$ cat src/rtl/svw_params.svh
// constants for the supervisor pin and watchdog block
`ifndef SVW_PARAMS_SVH
`define SVW_PARAMS_SVH

`define SVW_CLK_PERIOD_NS 4
`define SVW_TICK_TIME_NS 1000
`define SVW_TICK_CYCLES (`SVW_TICK_TIME_NS / `SVW_CLK_PERIOD_NS)
`define SVW_TICK_W 8
`define SVW_CNT_W 24
`define SVW_HOLD_TIME_MS 200
`define SVW_HOLD_TICKS (`SVW_HOLD_TIME_MS * 1000)
`define SVW_WRITE_TIME_MS 5
`define SVW_WRITE_TICKS (`SVW_WRITE_TIME_MS * 1000)
`define SVW_WDT_TICKS0 1000000
`define SVW_WDT_TICKS1 500000
`define SVW_WDT_TICKS2 100000

`define SVW_OP_WREN 8'h06
`define SVW_OP_SFLB 8'h00
`define SVW_OP_WRDI 8'h04
`define SVW_OP_RDSR 8'h05
`define SVW_OP_WRSR 8'h01

`define SVW_SR_LOCK 7
`define SVW_SR_WD_HI 5
`define SVW_SR_WD_LO 4
`define SVW_SR_BP_HI 3
`define SVW_SR_BP_LO 2
`define SVW_WD_OFF 2'h3
`define SVW_WD_RESET 2'h0
`define SVW_BP_RESET 2'h0
`define SVW_LOCK_RESET 1'h0

`define SVW_SYNC_W 5
`define SVW_SYNC_RESET 5'h11
`define SVW_IX_CS 4
`define SVW_IX_SCK 3
`define SVW_IX_SI 2
`define SVW_IX_VOK 1
`define SVW_IX_WP 0
`define SVW_LAST_BIT 3'h7

`endif

$ cat src/rtl/svw_pkg.sv
// types for the supervisor pin and watchdog block
package svw_pkg;
  typedef enum logic [1:0] {
    SVW_CMD = 2'h0,
    SVW_RD = 2'h1,
    SVW_WR = 2'h3,
    SVW_DONE = 2'h2
  } svw_state_t;
endpackage

$ cat src/rtl/svw_pin_watchdog.sv
// supervisor pins: serial status access, watchdog on the select pin, open-drain reset
`timescale 1ns/1ns
`include "svw_params.svh"

module svw_pin_watchdog
  import svw_pkg::*;
#(
  parameter logic [`SVW_CNT_W-1:0] HOLD_TICKS = `SVW_HOLD_TICKS,
  parameter logic [`SVW_CNT_W-1:0] WRITE_TICKS = `SVW_WRITE_TICKS,
  parameter logic [`SVW_CNT_W-1:0] WDT_TICKS0 = `SVW_WDT_TICKS0,
  parameter logic [`SVW_CNT_W-1:0] WDT_TICKS1 = `SVW_WDT_TICKS1,
  parameter logic [`SVW_CNT_W-1:0] WDT_TICKS2 = `SVW_WDT_TICKS2,
  parameter bit ACTIVE_HIGH_RESET = 1'b0
) (
  input wire logic clk,
  input wire logic rst_n,
  input wire logic selectKickPin_n,
  input wire logic serialClk,
  input wire logic serialIn,
  input wire logic writeProtect_n,
  input wire logic supplyAboveTrip,
  input wire logic resetPinIn,
  output logic serialOut,
  output logic serialOutOe_n,
  output logic resetPinOut,
  output logic resetPinOe_n,
  output logic activePower
);

  // time-out selection, 11 switches the watchdog off
  function automatic logic [`SVW_CNT_W-1:0] wdPeriod(input logic [1:0] sel);
    logic [`SVW_CNT_W-1:0] p;
    p = WDT_TICKS0;
    case (sel)
      2'h1: p = WDT_TICKS1;
      2'h2: p = WDT_TICKS2;
      default: p = WDT_TICKS0;
    endcase
    return p;
  endfunction

  logic [`SVW_SYNC_W-1:0] rawIn;
  logic [`SVW_SYNC_W-1:0] syncA;
  logic [`SVW_SYNC_W-1:0] syncB;
  logic [`SVW_SYNC_W-1:0] syncPrev;
  logic [`SVW_TICK_W-1:0] tickCnt;
  logic tick;
  logic resetActive;
  logic [`SVW_CNT_W-1:0] holdCnt;
  logic [`SVW_CNT_W-1:0] wdCnt;
  logic armed;
  svw_state_t state;
  logic [2:0] bitCnt;
  logic [7:0] shiftIn;
  logic [2:0] outIdx;
  logic soBit;
  logic [7:0] wrData;
  logic wrPending;
  logic lockBit;
  logic flagBit;
  logic [1:0] wdSel;
  logic [1:0] blockProt;
  logic wel;
  logic wip;
  logic [`SVW_CNT_W-1:0] writeCnt;

  assign rawIn = {selectKickPin_n, serialClk, serialIn, supplyAboveTrip, writeProtect_n};

  // per-pin reset levels, idle select high so no false kick follows reset
  localparam logic [`SVW_SYNC_W-1:0] SYNC_INIT = `SVW_SYNC_RESET;

  // pins from outside the clock domain: two flops before any use
  genvar gi;
  generate
    for (gi = 0; gi < `SVW_SYNC_W; gi++) begin : gSync
      always_ff @(posedge clk) begin
        if (!rst_n) begin
          syncA[gi] <= SYNC_INIT[gi];
          syncB[gi] <= SYNC_INIT[gi];
          syncPrev[gi] <= SYNC_INIT[gi];
        end else begin
          syncA[gi] <= rawIn[gi];
          syncB[gi] <= syncA[gi];
          syncPrev[gi] <= syncB[gi];
        end
      end
    end
  endgenerate

  wire csHigh = syncB[`SVW_IX_CS];
  wire csFall = syncPrev[`SVW_IX_CS] & ~syncB[`SVW_IX_CS];
  wire csRise = ~syncPrev[`SVW_IX_CS] & syncB[`SVW_IX_CS];
  wire sckRise = ~syncPrev[`SVW_IX_SCK] & syncB[`SVW_IX_SCK];
  wire sckFall = syncPrev[`SVW_IX_SCK] & ~syncB[`SVW_IX_SCK];
  wire siBit = syncB[`SVW_IX_SI];
  wire supplyOk = syncB[`SVW_IX_VOK];
  wire wpHigh = syncB[`SVW_IX_WP];

  wire tickWrap = (tickCnt == `SVW_TICK_W'(`SVW_TICK_CYCLES - 1));
  always_ff @(posedge clk) begin
    if (!rst_n || tickWrap) begin
      tickCnt <= '0;
    end else begin
      tickCnt <= tickCnt + `SVW_TICK_W'(1);
    end
  end
  assign tick = tickWrap;

  wire wdEnabled = (wdSel != `SVW_WD_OFF);
  wire [`SVW_CNT_W-1:0] wdLimit = wdPeriod(wdSel);
  // expiry without a kick; stuck level of either polarity counts alike
  wire wdExpire = wdEnabled && !resetActive && !csFall && (wdCnt >= wdLimit);
  wire holdDone = (holdCnt == HOLD_TICKS - `SVW_CNT_W'(1));

  // falling select restarts the count from zero
  always_ff @(posedge clk) begin
    if (!rst_n || resetActive || csFall || !wdEnabled) begin
      wdCnt <= '0;
    end else if (tick) begin
      wdCnt <= wdCnt + `SVW_CNT_W'(1);
    end
  end

  // active from power-up; supply low; hold after recovery
  always_ff @(posedge clk) begin
    if (!rst_n || !supplyOk || wdExpire) begin
      resetActive <= 1'b1;
      holdCnt <= '0;
    end else if (resetActive && tick) begin
      resetActive <= !holdDone;
      holdCnt <= holdDone ? '0 : holdCnt + `SVW_CNT_W'(1);
    end
  end

  // nothing accepted until the first falling select
  always_ff @(posedge clk) begin
    if (!rst_n) begin
      armed <= 1'b0;
    end else if (csFall) begin
      armed <= 1'b1;
    end
  end

  wire selected = !csHigh && armed && !resetActive;
  wire bitTake = selected && sckRise;
  wire byteDone = bitTake && (bitCnt == `SVW_LAST_BIT);
  // bytes arrive most significant bit first
  wire [7:0] rxByte = {shiftIn[6:0], siBit};
  wire cmdDone = byteDone && (state == SVW_CMD);
  wire opWren = cmdDone && (rxByte == `SVW_OP_WREN) && !wip;
  wire opWrdi = cmdDone && (rxByte == `SVW_OP_WRDI);
  wire opSflb = cmdDone && (rxByte == `SVW_OP_SFLB);
  wire opRdsr = cmdDone && (rxByte == `SVW_OP_RDSR);
  wire opWrsr = cmdDone && (rxByte == `SVW_OP_WRSR) && wel && !wip;
  // low protect pin with lock bit set freezes the settings
  wire locked = lockBit && !wpHigh;
  wire commitWr = csRise && wrPending && !resetActive && !locked;
  wire writeEnd = wip && tick && (writeCnt == WRITE_TICKS - `SVW_CNT_W'(1));
  wire [7:0] statusWord = {lockBit, flagBit, wdSel, blockProt, wel, wip};

  // bits taken on serial clock rising edge
  always_ff @(posedge clk) begin
    if (!rst_n || csFall) begin
      bitCnt <= '0;
      shiftIn <= '0;
    end else if (bitTake) begin
      bitCnt <= bitCnt + 3'h1;
      shiftIn <= rxByte;
    end
  end

  always_ff @(posedge clk) begin
    if (!rst_n || csFall || resetActive) begin
      state <= SVW_CMD;
    end else if (byteDone) begin
      case (state)
        SVW_CMD: state <= opRdsr ? SVW_RD : (opWrsr ? SVW_WR : SVW_DONE);
        SVW_RD: state <= SVW_RD;
        SVW_WR: state <= SVW_DONE;
        default: state <= SVW_DONE;
      endcase
    end
  end

  // status write only lands when select returns high after a whole byte
  always_ff @(posedge clk) begin
    if (!rst_n || csFall || resetActive || csRise) begin
      wrPending <= 1'b0;
      wrData <= '0;
    end else if (byteDone && state == SVW_WR) begin
      wrPending <= 1'b1;
      wrData <= rxByte;
    end
  end

  always_ff @(posedge clk) begin
    if (!rst_n) begin
      lockBit <= `SVW_LOCK_RESET;
      wdSel <= `SVW_WD_RESET;
      blockProt <= `SVW_BP_RESET;
    end else if (commitWr) begin
      lockBit <= wrData[`SVW_SR_LOCK];
      wdSel <= wrData[`SVW_SR_WD_HI:`SVW_SR_WD_LO];
      blockProt <= wrData[`SVW_SR_BP_HI:`SVW_SR_BP_LO];
    end
  end

  // latch clears after a finished write; a new set in that cycle is impossible while busy
  always_ff @(posedge clk) begin
    if (!rst_n || opWrdi || writeEnd) begin
      wel <= 1'b0;
    end else if (opWren) begin
      wel <= 1'b1;
    end
  end

  always_ff @(posedge clk) begin
    if (!rst_n || opWrdi) begin
      flagBit <= 1'b0;
    end else if (opSflb) begin
      flagBit <= 1'b1;
    end
  end

  // self-timed nonvolatile cycle after a status write
  always_ff @(posedge clk) begin
    if (!rst_n || writeEnd) begin
      wip <= 1'b0;
      writeCnt <= '0;
    end else if (commitWr) begin
      wip <= 1'b1;
      writeCnt <= '0;
    end else if (wip && tick) begin
      writeCnt <= writeCnt + `SVW_CNT_W'(1);
    end
  end

  // output bit moves on serial clock falling edge
  always_ff @(posedge clk) begin
    if (!rst_n || csFall) begin
      outIdx <= `SVW_LAST_BIT;
      soBit <= 1'b0;
    end else if (selected && sckFall && state == SVW_RD) begin
      soBit <= statusWord[outIdx];
      outIdx <= outIdx - 3'h1;
    end
  end

  assign serialOut = soBit;
  // released whenever not selected or not reading
  assign serialOutOe_n = !(selected && state == SVW_RD);
  // standby only when deselected and not busy writing
  assign activePower = !csHigh || wip;
  // open drain: pulls low while active-low reset is active, or while active-high reset is idle
  assign resetPinOut = 1'b0;
  assign resetPinOe_n = ACTIVE_HIGH_RESET ? resetActive : !resetActive;

endmodule

$ cat config.mk
export PLATFORM = sky130hd
export DESIGN_NAME = svw_pin_watchdog
export DESIGN_NICKNAME = d
export VERILOG_FILES = /design/src/rtl/svw_pkg.sv /design/src/rtl/svw_pin_watchdog.sv
export VERILOG_INCLUDE_DIRS = /design/src /design/src/rtl
export SDC_FILE = /design/constraint.sdc
export NUM_CORES = 1
export LEC_CHECK = 0
export BUFFER_PORTS_ARGS = -buffer_cell sky130_fd_sc_hd__buf_4
export CORE_UTILIZATION = 35
export DETAILED_ROUTE_END_ITERATION = 8
export PLACE_DENSITY_LB_ADDON = 0.08
export SETUP_SLACK_MARGIN = 0.02
export SKIP_CTS_REPAIR_TIMING = 1
export SYNTH_ARGS = -nofsm -noshare
export SYNTH_HDL_FRONTEND = slang
export SYNTH_SLANG_ARGS = --single-unit
$ cat constraint.sdc
create_clock -name clk -period 7.3 [get_ports clk]
set_input_delay 1.46 -clock clk [delete_from_list [all_inputs] [get_ports clk]]
set_output_delay 1.46 -clock clk [all_outputs]
set_load 0.1 [all_outputs]
==> load_flow_metrics.sql, run 1 <==
INSERT INTO impl_metrics (metric_group, metric, value, unit) VALUES
('cells_and_area', 'seqCellArea', '2480', 'µm²'),
('synth', 'synth_sequential_area_ratio', '43.0', '%'),
('global_route', 'grt.met1_usage', '20.5', '%'),
('cells_and_area', 'multi_input_comb_area', '3090', 'µm²'),
('global_route', 'grt.overflow.total', '0', ''),
('timing', 'final.setup.tns', '0', 'ns'),
('cells_and_area', 'antenna_diode_count', '0', ''),
('floorplan', 'die_height', '130', 'µm'),
('route', 'postRouteAntennaNets', '0', ''),
('critical_path', 'critical_path_required', '7.60', 'ns'),
('timing', 'min_period_over_period', '43.1', '%'),
('clock_tree', 'clock_path_buffers', '2', ''),
('critical_path', 'worstPathMaxFanout', '25', ''),
('global_route', 'grt.met3_usage', '4.36', '%'),
('critical_path', 'minimum_setup_slack_among_reg_to_reg_paths', '4.15', 'ns'),
('placement', 'placed_cells_incl_taps', '863', ''),
('synth', 'cell_area_after_synthesis', '5770', 'µm²'),
('synth', 'synth_cells', '652', ''),
('synth', 'synth_flop_cell', 'sky130_fd_sc_hd__dfxtp_1', ''),
('outcome', 'result_of_the_run', 'finished, final reports clean', ''),
('synth', 'synth.distinct_cells', '54', ''),
('critical_path', 'crit_path_max_incr_delay', '0.66', 'ns'),
('global_route', 'gr-max-usage-layer', 'met2', ''),
('route', 'detail_route.vias_per_cell', '5.04', ''),
('cells_and_area', 'drive_gt1_share', '9.73', '%'),
('route', 'detailroute.via_count', '4506', ''),
('synth', 'ys_ff_latch', '124', ''),
('clock_tree', 'clock_insertion_delay_worst_skew', '0.41', 'ns'),
('clock_tree', 'cts_tree', 'built', ''),
('floorplan', 'core_area', '16000', 'µm²'),
('timing', 'finalSetupViolCount', '0', ''),
('synth', 'netlist.area_leader.share', '43.0', '%'),
('global_route', 'global_route_wire_length_before_repair', '20.5', 'mm'),
('pwr', 'logic_gate_share_of_total_power', '1.4', '%'),
('synth', 'syn_area_per_cell', '8.85', 'µm²'),
('floorplan', 'floorplan.initialDensity', '36.0', '%'),
('pwr', 'power.share.sequential', '42.9', '%'),
('critical_path', 'worst_ep_arrival_time', '3.45', 'ns'),
('critical_path', 'critical_path_class', 'flop to flop', ''),
('timing', 'report.final.hold_viol_count', '0', ''),
('clock_tree', 'cts_root_buf', 'sky130_fd_sc_hd__clkbuf_16', ''),
('synth', 'ys.warnings.count', '0', ''),
('hold_path', 'worst_hold_path.num_cells', '1', ''),
('cells_and_area', 'final_cell_area', '6670', 'µm²'),
('critical_path', 'crit_chain', 'inv_1 -> ha_1 -> ha_1 -> a21o_1 -> a2111oi_0 -> o22ai_1 -> a2111oi_0 -> o2111ai_2 -> buf_4 -> a21o_2', ''),
('global_route', 'grt_usage', '15.5', '%'),
('pwr', 'static-leakage-power', '2.45', 'nW'),
('floorplan', 'io-pin-count', '13', ''),
('pwr', 'share_clk_of_total_power', '55.7', '%'),
('pwr', 'peakVddDrop', '0.189', 'mV'),
('pwr', 'totalPowerFinal', '1.59', 'mW'),
('clock_tree', 'clk_transition_reported_paths', '0.06', 'ns'),
('clock_tree', 'clock_h_tree_levels', '4', ''),
('route', 'drt_pass1_iterations', '4', ''),
('synth', 'netlist_top_cells_count', '124 x sky130_fd_sc_hd__dfxtp_1, 97 x sky130_fd_sc_hd__nor2_1, 45 x sky130_fd_sc_hd__nand2_1, 42 x sky130_fd_sc_hd__xor2_1, 36 x sky130_fd_sc_hd__nand3_1', ''),
('cells_and_area', 'fillerInstances', '1646', ''),
('critical_path', 'worst_r2r_path_depth', '10', ''),
('hold_path', 'hold_path.startpoint', 'syncA[0]$_SDFF_PN1_', ''),
('global_route', 'grt_max_degree', '27', ''),
('synth', 'post_syn_nets', '684', ''),
('synth', 'synth-edff-count', '0', ''),
('critical_path', 'cpMaxStageDelayCell', 'sky130_fd_sc_hd__a2111oi_0', ''),
('placement', 'hpwl', '8.36', 'mm'),
('clock_tree', 'cts_buffers', '17', ''),
('placement', 'io_buffer_count', '10', ''),
('synth', 'ys_top_cells_by_area', 'sky130_fd_sc_hd__dfxtp_1 43%, sky130_fd_sc_hd__xor2_1 6.4%, sky130_fd_sc_hd__nor2_1 6.3%', ''),
('timing', 'fin_worst_skew', '0.00709', 'ns'),
('hold_path', 'min-delay-path-class', 'flop to flop', ''),
('synth', 'synth_top_area_cell', 'sky130_fd_sc_hd__dfxtp_1', ''),
('synth', 'post-synth-top-count-cell', 'sky130_fd_sc_hd__dfxtp_1', ''),
('timing', 'fmax', '0.318', 'GHz');
final cells by class:
type,instances,area share (%)
clock inverters,10,2.47
inverters,22,1.24
flip-flops and latches,124,37.2
repair buffers,16,1.80
well taps,216,4.05
clock buffers,21,6.90
multi-input cells,485,46.3
how the worst max path moves through the flow:
stage                             start                  endpoint  slack [ns]  cells after the start
2_1_floorplan  resetActive$_SDFFE_PP1P_             serialOutOe_n        4.35                      3
3_3_place_gp      wdSel[1]$_SDFFE_PN0P_  resetActive$_SDFFE_PP1P_        4.07                     10
3_5_place_dp                      rst_n    wdCnt[22]$_SDFFE_PP0N_        4.04                      4
4_1_cts        resetActive$_SDFFE_PP1P_             serialOutOe_n        4.06                      3
5_1_grt           wdSel[1]$_SDFFE_PN0P_  resetActive$_SDFFE_PP1P_        3.91                     10
6_report          wdSel[1]$_SDFFE_PN0P_  resetActive$_SDFFE_PP1P_        4.15                     10
kinds of logic (layout without fill, tap and decap cells):
group                      after synthesis  in the layout  share of synthesized area (%)
muxes                                   23             23                           4.43
AOI/OAI and AO/OA                       74             74                           8.03
adders and majority gates               24             24                           5.21
buffers and inverters                   43             69                           3.34
and+or+nand+nor                        307            307                           27.4
xor gates and xnor gates                56             56                           8.50
other                                    1              1                         0.0650
DFF                                    124            124                           43.0
per-layer routing:
metal,share of wire [%],vias to the layer above
met5,0,-
met4,1.0,0
met3,2.6,13
met2,46,40
met1,51,2142
li1,-,2311
power groups by stage:
stage               sequential [mW]  clock, mW  combinational, mW
floorplan                     0.698          0             0.0169
global placement              0.699          0             0.0222
detailed placement            0.699          0             0.0225
CTS                           0.684      0.910             0.0225
global route                  0.685      0.945             0.0244
finish                        0.684      0.888             0.0219
cells in the final DEF (no fill, tap or decap), types with 5 or more instances in the layout:
master	n
sky130_fd_sc_hd__xnor2_1	14
sky130_fd_sc_hd__and4_1	7
sky130_fd_sc_hd__dfxtp_1	124
sky130_fd_sc_hd__nand4_1	20
sky130_fd_sc_hd__o21ai_0	22
sky130_fd_sc_hd__and2_1	10
sky130_fd_sc_hd__or4_1	6
sky130_fd_sc_hd__nand2b_1	5
sky130_fd_sc_hd__inv_1	22
sky130_fd_sc_hd__buf_4	16
sky130_fd_sc_hd__nor2_1	97
sky130_fd_sc_hd__mux2i_1	21
sky130_fd_sc_hd__clkbuf_16	17
sky130_fd_sc_hd__nand3b_1	5
sky130_fd_sc_hd__xor2_1	42
sky130_fd_sc_hd__nor4_1	12
sky130_fd_sc_hd__nor2b_1	8
sky130_fd_sc_hd__or3_1	13
sky130_fd_sc_hd__ha_1	24
sky130_fd_sc_hd__nor3_1	13
sky130_fd_sc_hd__a21oi_1	24
sky130_fd_sc_hd__a21oi_2	6
sky130_fd_sc_hd__nand3_1	36
sky130_fd_sc_hd__nand2_1	45
sky130_fd_sc_hd__and3_1	9
through the flow:
stage / worst slack, ns / hold WS (ns) / utilization, %
6_report: 4.15 / 0.411 / 41.7
3_3_place_gp: 4.07 / 0.396 / 37.8
4_1_cts: 4.06 / 0.418 / 41.7
3_5_place_dp: 4.04 / 0.405 / 37.8
2_1_floorplan: 4.35 / 0.386 / -
5_1_grt: 3.91 / 0.434 / 41.7
critical path: cells and delay by family, from the launching register on:
family,cells,cell delay [ns]
buffers and inverters,2,0.33
DFF,1,0.45
AOI/OAI and AO/OA,6,1.74
adders and majority gates,2,0.49
state kept, by name (all words and copies together), names as in the netlist, 3 cells and up:
name	flops
outIdx	3
bitCnt	3
writeCnt	24
wrData	5
tickCnt	8
holdCnt	24
syncA	5
wdCnt	24
shiftIn	7
Note: power is estimated with default switching activity, not from simulation.
==> run 2: changes to the inputs <==
Settings changed: ABC_AREA from default to 1.
Clock period 7.3 ns to 3.3 ns, I/O delays scaled along.
==> run 2 against run 1 <==
Power up 120%. Sequential cell count unchanged. Worst hold slack got worse by 0.00079 ns. Combinational power increased by 140%. Area after synthesis is 23% higher. Non-clock buffer count is 3 lower. Die area grew 23%. Utilization is 0.97 points lower. First-iteration DRC count up 41%. Sequential share of layout area decreased by 6.3 points. Clock skew up 0.0057 ns. Critical path type unchanged.
==> load_flow_metrics.sql, run 2 <==
INSERT INTO impl_metrics (metric_group, metric, value, unit) VALUES
('critical_path', 'worst_ep_arrival_time', '2.61', 'ns'),
('floorplan', 'die_x', '145', 'µm'),
('clock_tree', 'clock_insertion_delay_worst_skew', '0.42', 'ns'),
('critical_path', 'cpMaxStageDelayCell', 'sky130_fd_sc_hd__dfxtp_1', ''),
('route', 'drt_first_iter_violations', '308', ''),
('synth', 'ys.warnings.count', '0', ''),
('floorplan', 'die_height', '145', 'µm'),
('timing', 'timing.final.max_slew_violations', '0', ''),
('synth', 'netlist.area_leader.share', '34.9', '%'),
('timing', 'setup_slack', '0.994', 'ns'),
('cells_and_area', 'area_delta_synth_final', '12.9', '%'),
('hold_path', 'holdPathEnd', 'csHigh$_SDFF_PN1_', ''),
('synth', 'synth-edff-count', '0', ''),
('synth', 'post-synth-top-count-cell', 'sky130_fd_sc_hd__nand2_1', ''),
('cells_and_area', 'antenna_diode_count', '0', ''),
('global_route', 'antenna_found_initial', '0', ''),
('synth', 'synth_compound_area_share', '8.72', '%'),
('global_route', 'global_route.usage.met2', '28.5', '%'),
('synth', 'synth-adder-area-share', '4.22', '%'),
('synth', 'mux_cell_area_share_after_synthesis', '0.141', '%'),
('timing', 'relSlewSlack', '50.3', '%'),
('placement', 'dp_slack', '0.740', 'ns'),
('timing', 'min_period', '2.31', 'ns'),
('placement', 'io_buffer_count', '10', ''),
('synth', 'cell_area_after_synthesis', '7120', 'µm²'),
('critical_path', 'worstSetupEndpointType', 'flop', ''),
('timing', 'max_slew.worst_pin.slew', '0.740', 'ns'),
('clock_tree', 'clock_h_tree_levels', '4', ''),
('synth', 'largest_family_of_logic_cells_by_synthesized_area', 'simple AND/OR/NAND/NOR gates', ''),
('clock_tree', 'clock_path_buffers', '2', ''),
('synth', 'post_syn_nets', '1094', ''),
('route', 'post-route-drc-count', '0', ''),
('clock_tree', 'cts_buffers', '17', ''),
('floorplan', 'rows', '51', ''),
('flow_run', 'max-cap-violations', '0', ''),
('critical_path', 'critical_path_class', 'flop to flop', ''),
('critical_path', 'crit_path_max_incr_delay', '0.35', 'ns'),
('route', 'detailroute.via_count', '6299', ''),
('critical_path', 'worstPathMaxFanout', '24', ''),
('timing', 'fmax', '0.434', 'GHz'),
('critical_path', 'critical_path.n_buffers_inverters', '3', ''),
('route', 'drt_wl_total', '16.8', 'mm'),
('timing', 'min_period_over_period', '69.9', '%'),
('global_route', 'grt.overflow.total', '0', ''),
('clock_tree', 'clock_sinks', '124', ''),
('synth', 'ys_top_cells_by_area', 'sky130_fd_sc_hd__dfxtp_1 35%, sky130_fd_sc_hd__nand2_1 14%, sky130_fd_sc_hd__nor2_1 7.8%', ''),
('critical_path', 'critical_path_required', '3.60', 'ns'),
('critical_path', 'worst_r2r_path_depth', '12', ''),
('route', 'detail_route.vias_per_cell', '4.66', ''),
('synth', 'syn_area_per_cell', '6.70', 'µm²'),
('global_route', 'grt_max_degree', '25', ''),
('pwr', 'power_density', '446', 'nW/µm²'),
('placement', 'hpwl', '12.2', 'mm'),
('clock_tree', 'cts_root_buf', 'sky130_fd_sc_hd__clkbuf_16', ''),
('pwr', 'peakVddDrop', '0.358', 'mV'),
('cells_and_area', 'most-common-layout-cells', '269 x sky130_fd_sc_hd__nand2_1, 148 x sky130_fd_sc_hd__nor2_1, 140 x sky130_fd_sc_hd__inv_1, 124 x sky130_fd_sc_hd__dfxtp_1, 72 x sky130_fd_sc_hd__nand3_1', ''),
('route', 'wl_per_cell', '12.4', 'µm'),
('critical_path', 'crit_chain', 'inv_1 -> ha_1 -> inv_1 -> ha_1 -> nand4_1 -> nor2_1 -> nand3_1 -> nand4_1 -> nand2_1 -> nand2_1 -> buf_4 -> nor2_1', ''),
('timing', 'finalSetupViolCount', '0', ''),
('floorplan', 'core_area', '19700', 'µm²'),
('pwr', 'static-leakage-power', '3.11', 'nW'),
('floorplan', 'io-pin-count', '13', ''),
('synth', 'ys_ff_latch', '124', ''),
('timing', 'fin_worst_skew', '0.0127', 'ns'),
('synth', 'synth.distinct_cells', '47', ''),
('critical_path', 'timing.rr.end', 'holdCnt[17]$_SDFFE_PP0P_', ''),
('global_route', 'gr-max-usage-layer', 'met2', ''),
('global_route', 'grt_usage', '17.5', '%'),
('cells_and_area', 'layout_commonest_cell', 'sky130_fd_sc_hd__nand2_1', ''),
('route', 'drt_pass1_iterations', '5', ''),
('floorplan', 'die-area', '20900', 'µm²'),
('timing', 'grt_setup_unrepaired', 'false', ''),
('timing', 'report.final.hold_viol_count', '0', ''),
('floorplan', 'floorplan.initialDensity', '36.1', '%'),
('hold_path', 'min-delay-path-class', 'flop to flop', ''),
('route', 'postRouteAntennaNets', '0', ''),
('hold_path', 'hold_path.startpoint', 'syncA[4]$_SDFF_PN1_', ''),
('critical_path', 'critical_path.startpoint_type', 'flop', ''),
('critical_path', 'critical-path-top-delay-family', 'simple AND/OR/NAND/NOR gates', ''),
('placement', 'gpl.final_weighted_congestion', '0.829', ''),
('synth', 'netlist_top_cells_count', '269 x sky130_fd_sc_hd__nand2_1, 148 x sky130_fd_sc_hd__nor2_1, 140 x sky130_fd_sc_hd__inv_1, 124 x sky130_fd_sc_hd__dfxtp_1, 72 x sky130_fd_sc_hd__nand3_1', ''),
('synth', 'synth_top_area_cell', 'sky130_fd_sc_hd__dfxtp_1', ''),
('cells_and_area', 'drive_gt1_share', '8.56', '%'),
('synth', 'synthArstFlopShare', '0', '%'),
('critical_path', 'minimum_setup_slack_among_reg_to_reg_paths', '0.99', 'ns'),
('global_route', 'global_route_wire_length_before_repair', '28.7', 'mm'),
('critical_path', 'timing.rr.start', 'wdSel[0]$_SDFFE_PN0P_', ''),
('timing', 'final.setup.tns', '0', 'ns'),
('global_route', 'grt.met1_usage', '23.3', '%'),
('synth', 'synthSimpleGateAreaFrac', '38.9', '%'),
('synth', 'synth_sequential_area_ratio', '34.9', '%'),
('synth', 'post_synth_xor_area_fraction', '3.45', '%'),
('global_route', 'grt.met3_usage', '3.31', '%'),
('clock_tree', 'cts_tree', 'built', ''),
('cells_and_area', 'reg.largest.list', 'holdCnt x24, wdCnt x24, writeCnt x24', ''),
('outcome', 'result_of_the_run', 'finished, final reports clean', ''),
('clock_tree', 'clk_transition_reported_paths', '0.06', 'ns'),
('cells_and_area', 'finish.net_count', '1105', ''),
('hold_path', 'worst_hold_path.num_cells', '1', ''),
('synth', 'synth_flop_cell', 'sky130_fd_sc_hd__dfxtp_1', ''),
('global_route', 'first_global_vias', '5857', ''),
('synth', 'synth_cells', '1062', '');
## run 2: power breakdown
part	leakage (nW)	internal, mW	switching [mW]
clock network	0.305	1.22	0.796
logic	1.80	0.0156	0.0361
registers	1.00	1.51	0.00755
total	3.11	2.74	0.839
## run 2: cell type report
class	instances	area, µm²
fill	2096	11700
multi-input combinational	774	3950
sequential	124	2480
inverter	143	546
clock buffer	17	425
tap	265	332
clock inverter	15	201
timing repair buffer	13	97.6
## run 2: worst max path at each step
stage	endpoint	cells past startpoint	slack, ns	from
after global routing	holdCnt[17]$_SDFFE_PP0P_	12	0.69	wdSel[0]$_SDFFE_PN0P_
after detailed placement	wdCnt[4]$_SDFFE_PP0N_	8	0.74	rst_n
after floorplan	serialOutOe_n	4	0.71	resetActive$_SDFFE_PP1P_
final	holdCnt[17]$_SDFFE_PP0P_	12	0.99	wdSel[0]$_SDFFE_PN0P_
after CTS	holdCnt[17]$_SDFFE_PP0P_	12	0.95	wdSel[0]$_SDFFE_PN0P_
after global placement	wdCnt[4]$_SDFFE_PP0N_	8	0.75	rst_n
## run 2: cell families after synthesis
kind of cell,after synthesis
fa+ha+maj,24
other cells,1
simple gates,600
flops,124
mux,1
compound gates,120
xor+xnor,28
buf+inv,164
## run 2: worst register-to-register path, cell delays in order, from the launching register on
cell	delay [ns]
sky130_fd_sc_hd__dfxtp_1	0.35
sky130_fd_sc_hd__inv_1	0.08
sky130_fd_sc_hd__ha_1	0.30
sky130_fd_sc_hd__inv_1	0.10
sky130_fd_sc_hd__ha_1	0.33
sky130_fd_sc_hd__nand4_1	0.09
sky130_fd_sc_hd__nor2_1	0.19
sky130_fd_sc_hd__nand3_1	0.11
sky130_fd_sc_hd__nand4_1	0.12
sky130_fd_sc_hd__nand2_1	0.08
sky130_fd_sc_hd__nand2_1	0.07
sky130_fd_sc_hd__buf_4	0.27
sky130_fd_sc_hd__nor2_1	0.08
## run 2: metal layers
metal | vias to the layer above | wire (µm)
met2 | 80 | 7670
met5 | - | 0
met3 | 14 | 523
met1 | 2788 | 8420
met4 | 0 | 157
li1 | 3417 | -
## run 2: metrics by stage
stage                     total power [mW]  utilization [%]  cell area [µm²]  cells  hold WS, ns
final                                 3.58             40.7             8030   1351        0.410
after global routing                  3.72             40.7             8030   1351        0.400
after CTS                             3.65             40.7             8030   1351        0.398
after detailed placement              1.60             37.6             7410   1319        0.399
after global placement                1.60             37.6             7410   1319        0.391
after floorplan                       1.59                -             7120   1062        0.390
==> run 3: changes to the inputs <==
Clock period 3.3 ns to 1.95 ns, I/O delays scaled along.
==> run 3 against run 2 <==
The run now ends with setup timing left. Fmax increased by 12%. Sequential cell count unchanged. Clock skew shrank 0.0040 ns. Wire length grew 3.6%. Via count rose by 3.1%. Largest cell class unchanged.
==> load_flow_metrics.sql, run 3 (synthesized netlist as in run 2, its figures left out) <==
INSERT INTO impl_metrics (metric_group, metric, value, unit) VALUES
('cells_and_area', 'stdcell_count', '1395', ''),
('cells_and_area', 'drive_gt1_share', '15.0', '%'),
('clock_tree', 'clock_path_buffers', '2', ''),
('placement', 'dp_slack', '-0.120', 'ns'),
('critical_path', 'worstSetupEndpointType', 'flop', ''),
('placement', 'dpl-instance-area', '7680', 'µm²'),
('outcome', 'failed_checks', 'setup timing', ''),
('pwr', 'switching_share', '24.2', '%'),
('flow_run', 'max-cap-violations', '0', ''),
('cells_and_area', 'fillerInstances', '2068', ''),
('floorplan', 'die-area', '20900', 'µm²'),
('floorplan', 'floorplan.initialDensity', '36.1', '%'),
('cells_and_area', 'reg.largest.list', 'holdCnt x24, wdCnt x24, writeCnt x24', ''),
('route', 'drt_wl_total', '17.4', 'mm'),
('floorplan', 'core_area', '19700', 'µm²'),
('critical_path', 'worst_ep_arrival_time', '2.38', 'ns'),
('timing', 'timing.final.max_slew_violations', '0', ''),
('cells_and_area', 'layout_commonest_cell', 'sky130_fd_sc_hd__nand2_1', ''),
('timing', 'grt_setup_unrepaired', 'true', ''),
('timing', 'min_period_over_period', '106', '%'),
('pwr', 'netSwitchingPower', '1.40', 'mW'),
('clock_tree', 'clk_transition_reported_paths', '0.06', 'ns'),
('timing', 'fmax', '0.486', 'GHz'),
('cells_and_area', 'area_delta_synth_final', '20.6', '%'),
('cells_and_area', 'seqCellArea', '2480', 'µm²'),
('placement', 'hpwl', '12.8', 'mm'),
('route', 'wl_per_cell', '12.5', 'µm'),
('critical_path', 'worstPathMaxFanout', '6', ''),
('pwr', 'power.internal', '4.39', 'mW'),
('clock_tree', 'clock_sinks', '124', ''),
('clock_tree', 'cts_buffers', '17', ''),
('route', 'post-route-drc-count', '0', ''),
('timing', 'fin_worst_skew', '0.00878', 'ns'),
('pwr', 'power.share.sequential', '44.2', '%'),
('placement', 'gpl.final_weighted_congestion', '0.823', ''),
('timing', 'report.final.hold_viol_count', '0', ''),
('pwr', 'power_density', '675', 'nW/µm²'),
('route', 'drt_pass1_iterations', '5', ''),
('clock_tree', 'cts_tree', 'built', ''),
('timing', 'relSlewSlack', '60.7', '%'),
('placement', 'io_buffer_count', '10', ''),
('global_route', 'grt_max_degree', '25', ''),
('cells_and_area', 'antenna_diode_count', '0', ''),
('timing', 'finalHoldWorstSlack', '0.147', 'ns'),
('global_route', 'grt_usage', '17.9', '%'),
('clock_tree', 'clock_insertion_delay_worst_skew', '0.42', 'ns'),
('pwr', 'share_clk_of_total_power', '53.9', '%'),
('route', 'detailroute.via_count', '6496', ''),
('route', 'detail_route.vias_per_cell', '4.66', ''),
('cells_and_area', 'final_cell_area', '8580', 'µm²'),
('pwr', 'logic_gate_share_of_total_power', '1.9', '%'),
('route', 'postRouteAntennaNets', '0', ''),
('timing', 'final.setup.tns', '-2.34', 'ns'),
('critical_path', 'critical_path_required', '2.27', 'ns'),
('clock_tree', 'cts_root_buf', 'sky130_fd_sc_hd__clkbuf_16', ''),
('floorplan', 'rows', '51', ''),
('timing', 'setup_slack', '-0.109', 'ns'),
('cells_and_area', 'multi_input_comb_area', '4110', 'µm²'),
('floorplan', 'die_x', '145', 'µm'),
('floorplan', 'die_height', '145', 'µm'),
('route', 'drt_first_iter_violations', '289', ''),
('outcome', 'result_of_the_run', 'finished with violations', ''),
('timing', 'finalSetupViolCount', '24', ''),
('floorplan', 'io-pin-count', '13', ''),
('cells_and_area', 'finish.net_count', '1149', ''),
('cells_and_area', 'most-common-layout-cells', '265 x sky130_fd_sc_hd__nand2_1, 135 x sky130_fd_sc_hd__inv_1, 134 x sky130_fd_sc_hd__nor2_1, 122 x sky130_fd_sc_hd__dfxtp_1, 72 x sky130_fd_sc_hd__nand3_1', ''),
('critical_path', 'critical_path.startpoint_type', 'flop', ''),
('global_route', 'antenna_found_initial', '0', ''),
('placement', 'placed_cells_incl_taps', '1349', ''),
('pwr', 'peakVddDrop', '0.569', 'mV'),
('hold_path', 'min-delay-path-class', 'input pin to flop', ''),
('global_route', 'first_global_vias', '6203', ''),
('pwr', 'static-leakage-power', '3.33', 'nW'),
('global_route', 'global_route_wire_length_before_repair', '29.4', 'mm'),
('timing', 'min_period', '2.06', 'ns'),
('global_route', 'grt.overflow.total', '0', ''),
('timing', 'max_slew.worst_pin.slew', '0.585', 'ns'),
('clock_tree', 'clock_h_tree_levels', '4', ''),
('critical_path', 'critical_path_class', 'flop to flop', '');
-- run 3: changes by cell type in the layout (fill, tap and decap cells not counted), moves of 5 or more --
cell | before | now
sky130_fd_sc_hd__buf_4 | 13 | 49
sky130_fd_sc_hd__nor2_1 | 148 | 134
sky130_fd_sc_hd__nor2_2 | 8 | 20
sky130_fd_sc_hd__ha_1 | 24 | 17
sky130_fd_sc_hd__ha_4 | 0 | 7
sky130_fd_sc_hd__inv_1 | 140 | 135
-- run 3: path summary, 6_finish.rpt --
kind	from	end	slack, ns	cells past startpoint
worst min register to register	syncA[1]$_SDFF_PN0_	supplyOk$_SDFF_PN0_	0.41	2
worst max-delay path	wdSel[0]$_SDFFE_PN0P_	holdCnt[13]$_SDFFE_PP0P_	-0.11	12
worst max register to register	wdSel[0]$_SDFFE_PN0P_	holdCnt[13]$_SDFFE_PP0P_	-0.11	12
worst min-delay path	serialIn	syncA[2]$_SDFF_PN0_	0.15	3
-- run 3: power by group through the flow --
stage | clock network (mW) | registers [mW] | logic, mW
2_1_floorplan | 0 | 2.62 | 0.0722
3_3_place_gp | 0 | 2.62 | 0.104
3_5_place_dp | 0 | 2.62 | 0.104
4_1_cts | 3.21 | 2.56 | 0.104
5_1_grt | 3.32 | 2.56 | 0.125
6_report | 3.12 | 2.56 | 0.111
-- run 3: cell type report --
type | count | share of cell area (%)
well taps | 265 | 3.87
flip-flops and latches | 124 | 29.0
inverters | 143 | 6.51
clock inverters | 15 | 1.76
multi-input cells | 774 | 47.9
clock buffers | 17 | 4.96
repair buffers | 57 | 6.07
-- run 3: metal layers --
layer  vias up  track usage, %  share of wire [%]
met5         -               0                  0
li1       3509               -                  -
met2        65            30.0                 45
met1      2897            23.0                 51
met4         0            5.65                1.8
met3        25            3.58                2.5
-- run 3: stage by stage --
step                util, %  total power [mW]
CTS                    41.9              5.87
floorplan                 -              2.69
global placement       39.0              2.72
global route           43.5              6.01
finish                 43.5              5.79
detailed placement     39.0              2.72
-- run 3: worst max-delay path: stages (launching register included) --
cell and delay (ns):
sky130_fd_sc_hd__dfxtp_2 0.33, sky130_fd_sc_hd__inv_2 0.05, sky130_fd_sc_hd__ha_4 0.30, sky130_fd_sc_hd__inv_6 0.05, sky130_fd_sc_hd__ha_4 0.26, sky130_fd_sc_hd__nand4_1 0.12, sky130_fd_sc_hd__nor2_1 0.17, sky130_fd_sc_hd__nand3_1 0.09
sky130_fd_sc_hd__nand4_1 0.13, sky130_fd_sc_hd__nand2_2 0.09, sky130_fd_sc_hd__nand2_4 0.16, sky130_fd_sc_hd__clkbuf_16 0.17, sky130_fd_sc_hd__nor2_1 0.04
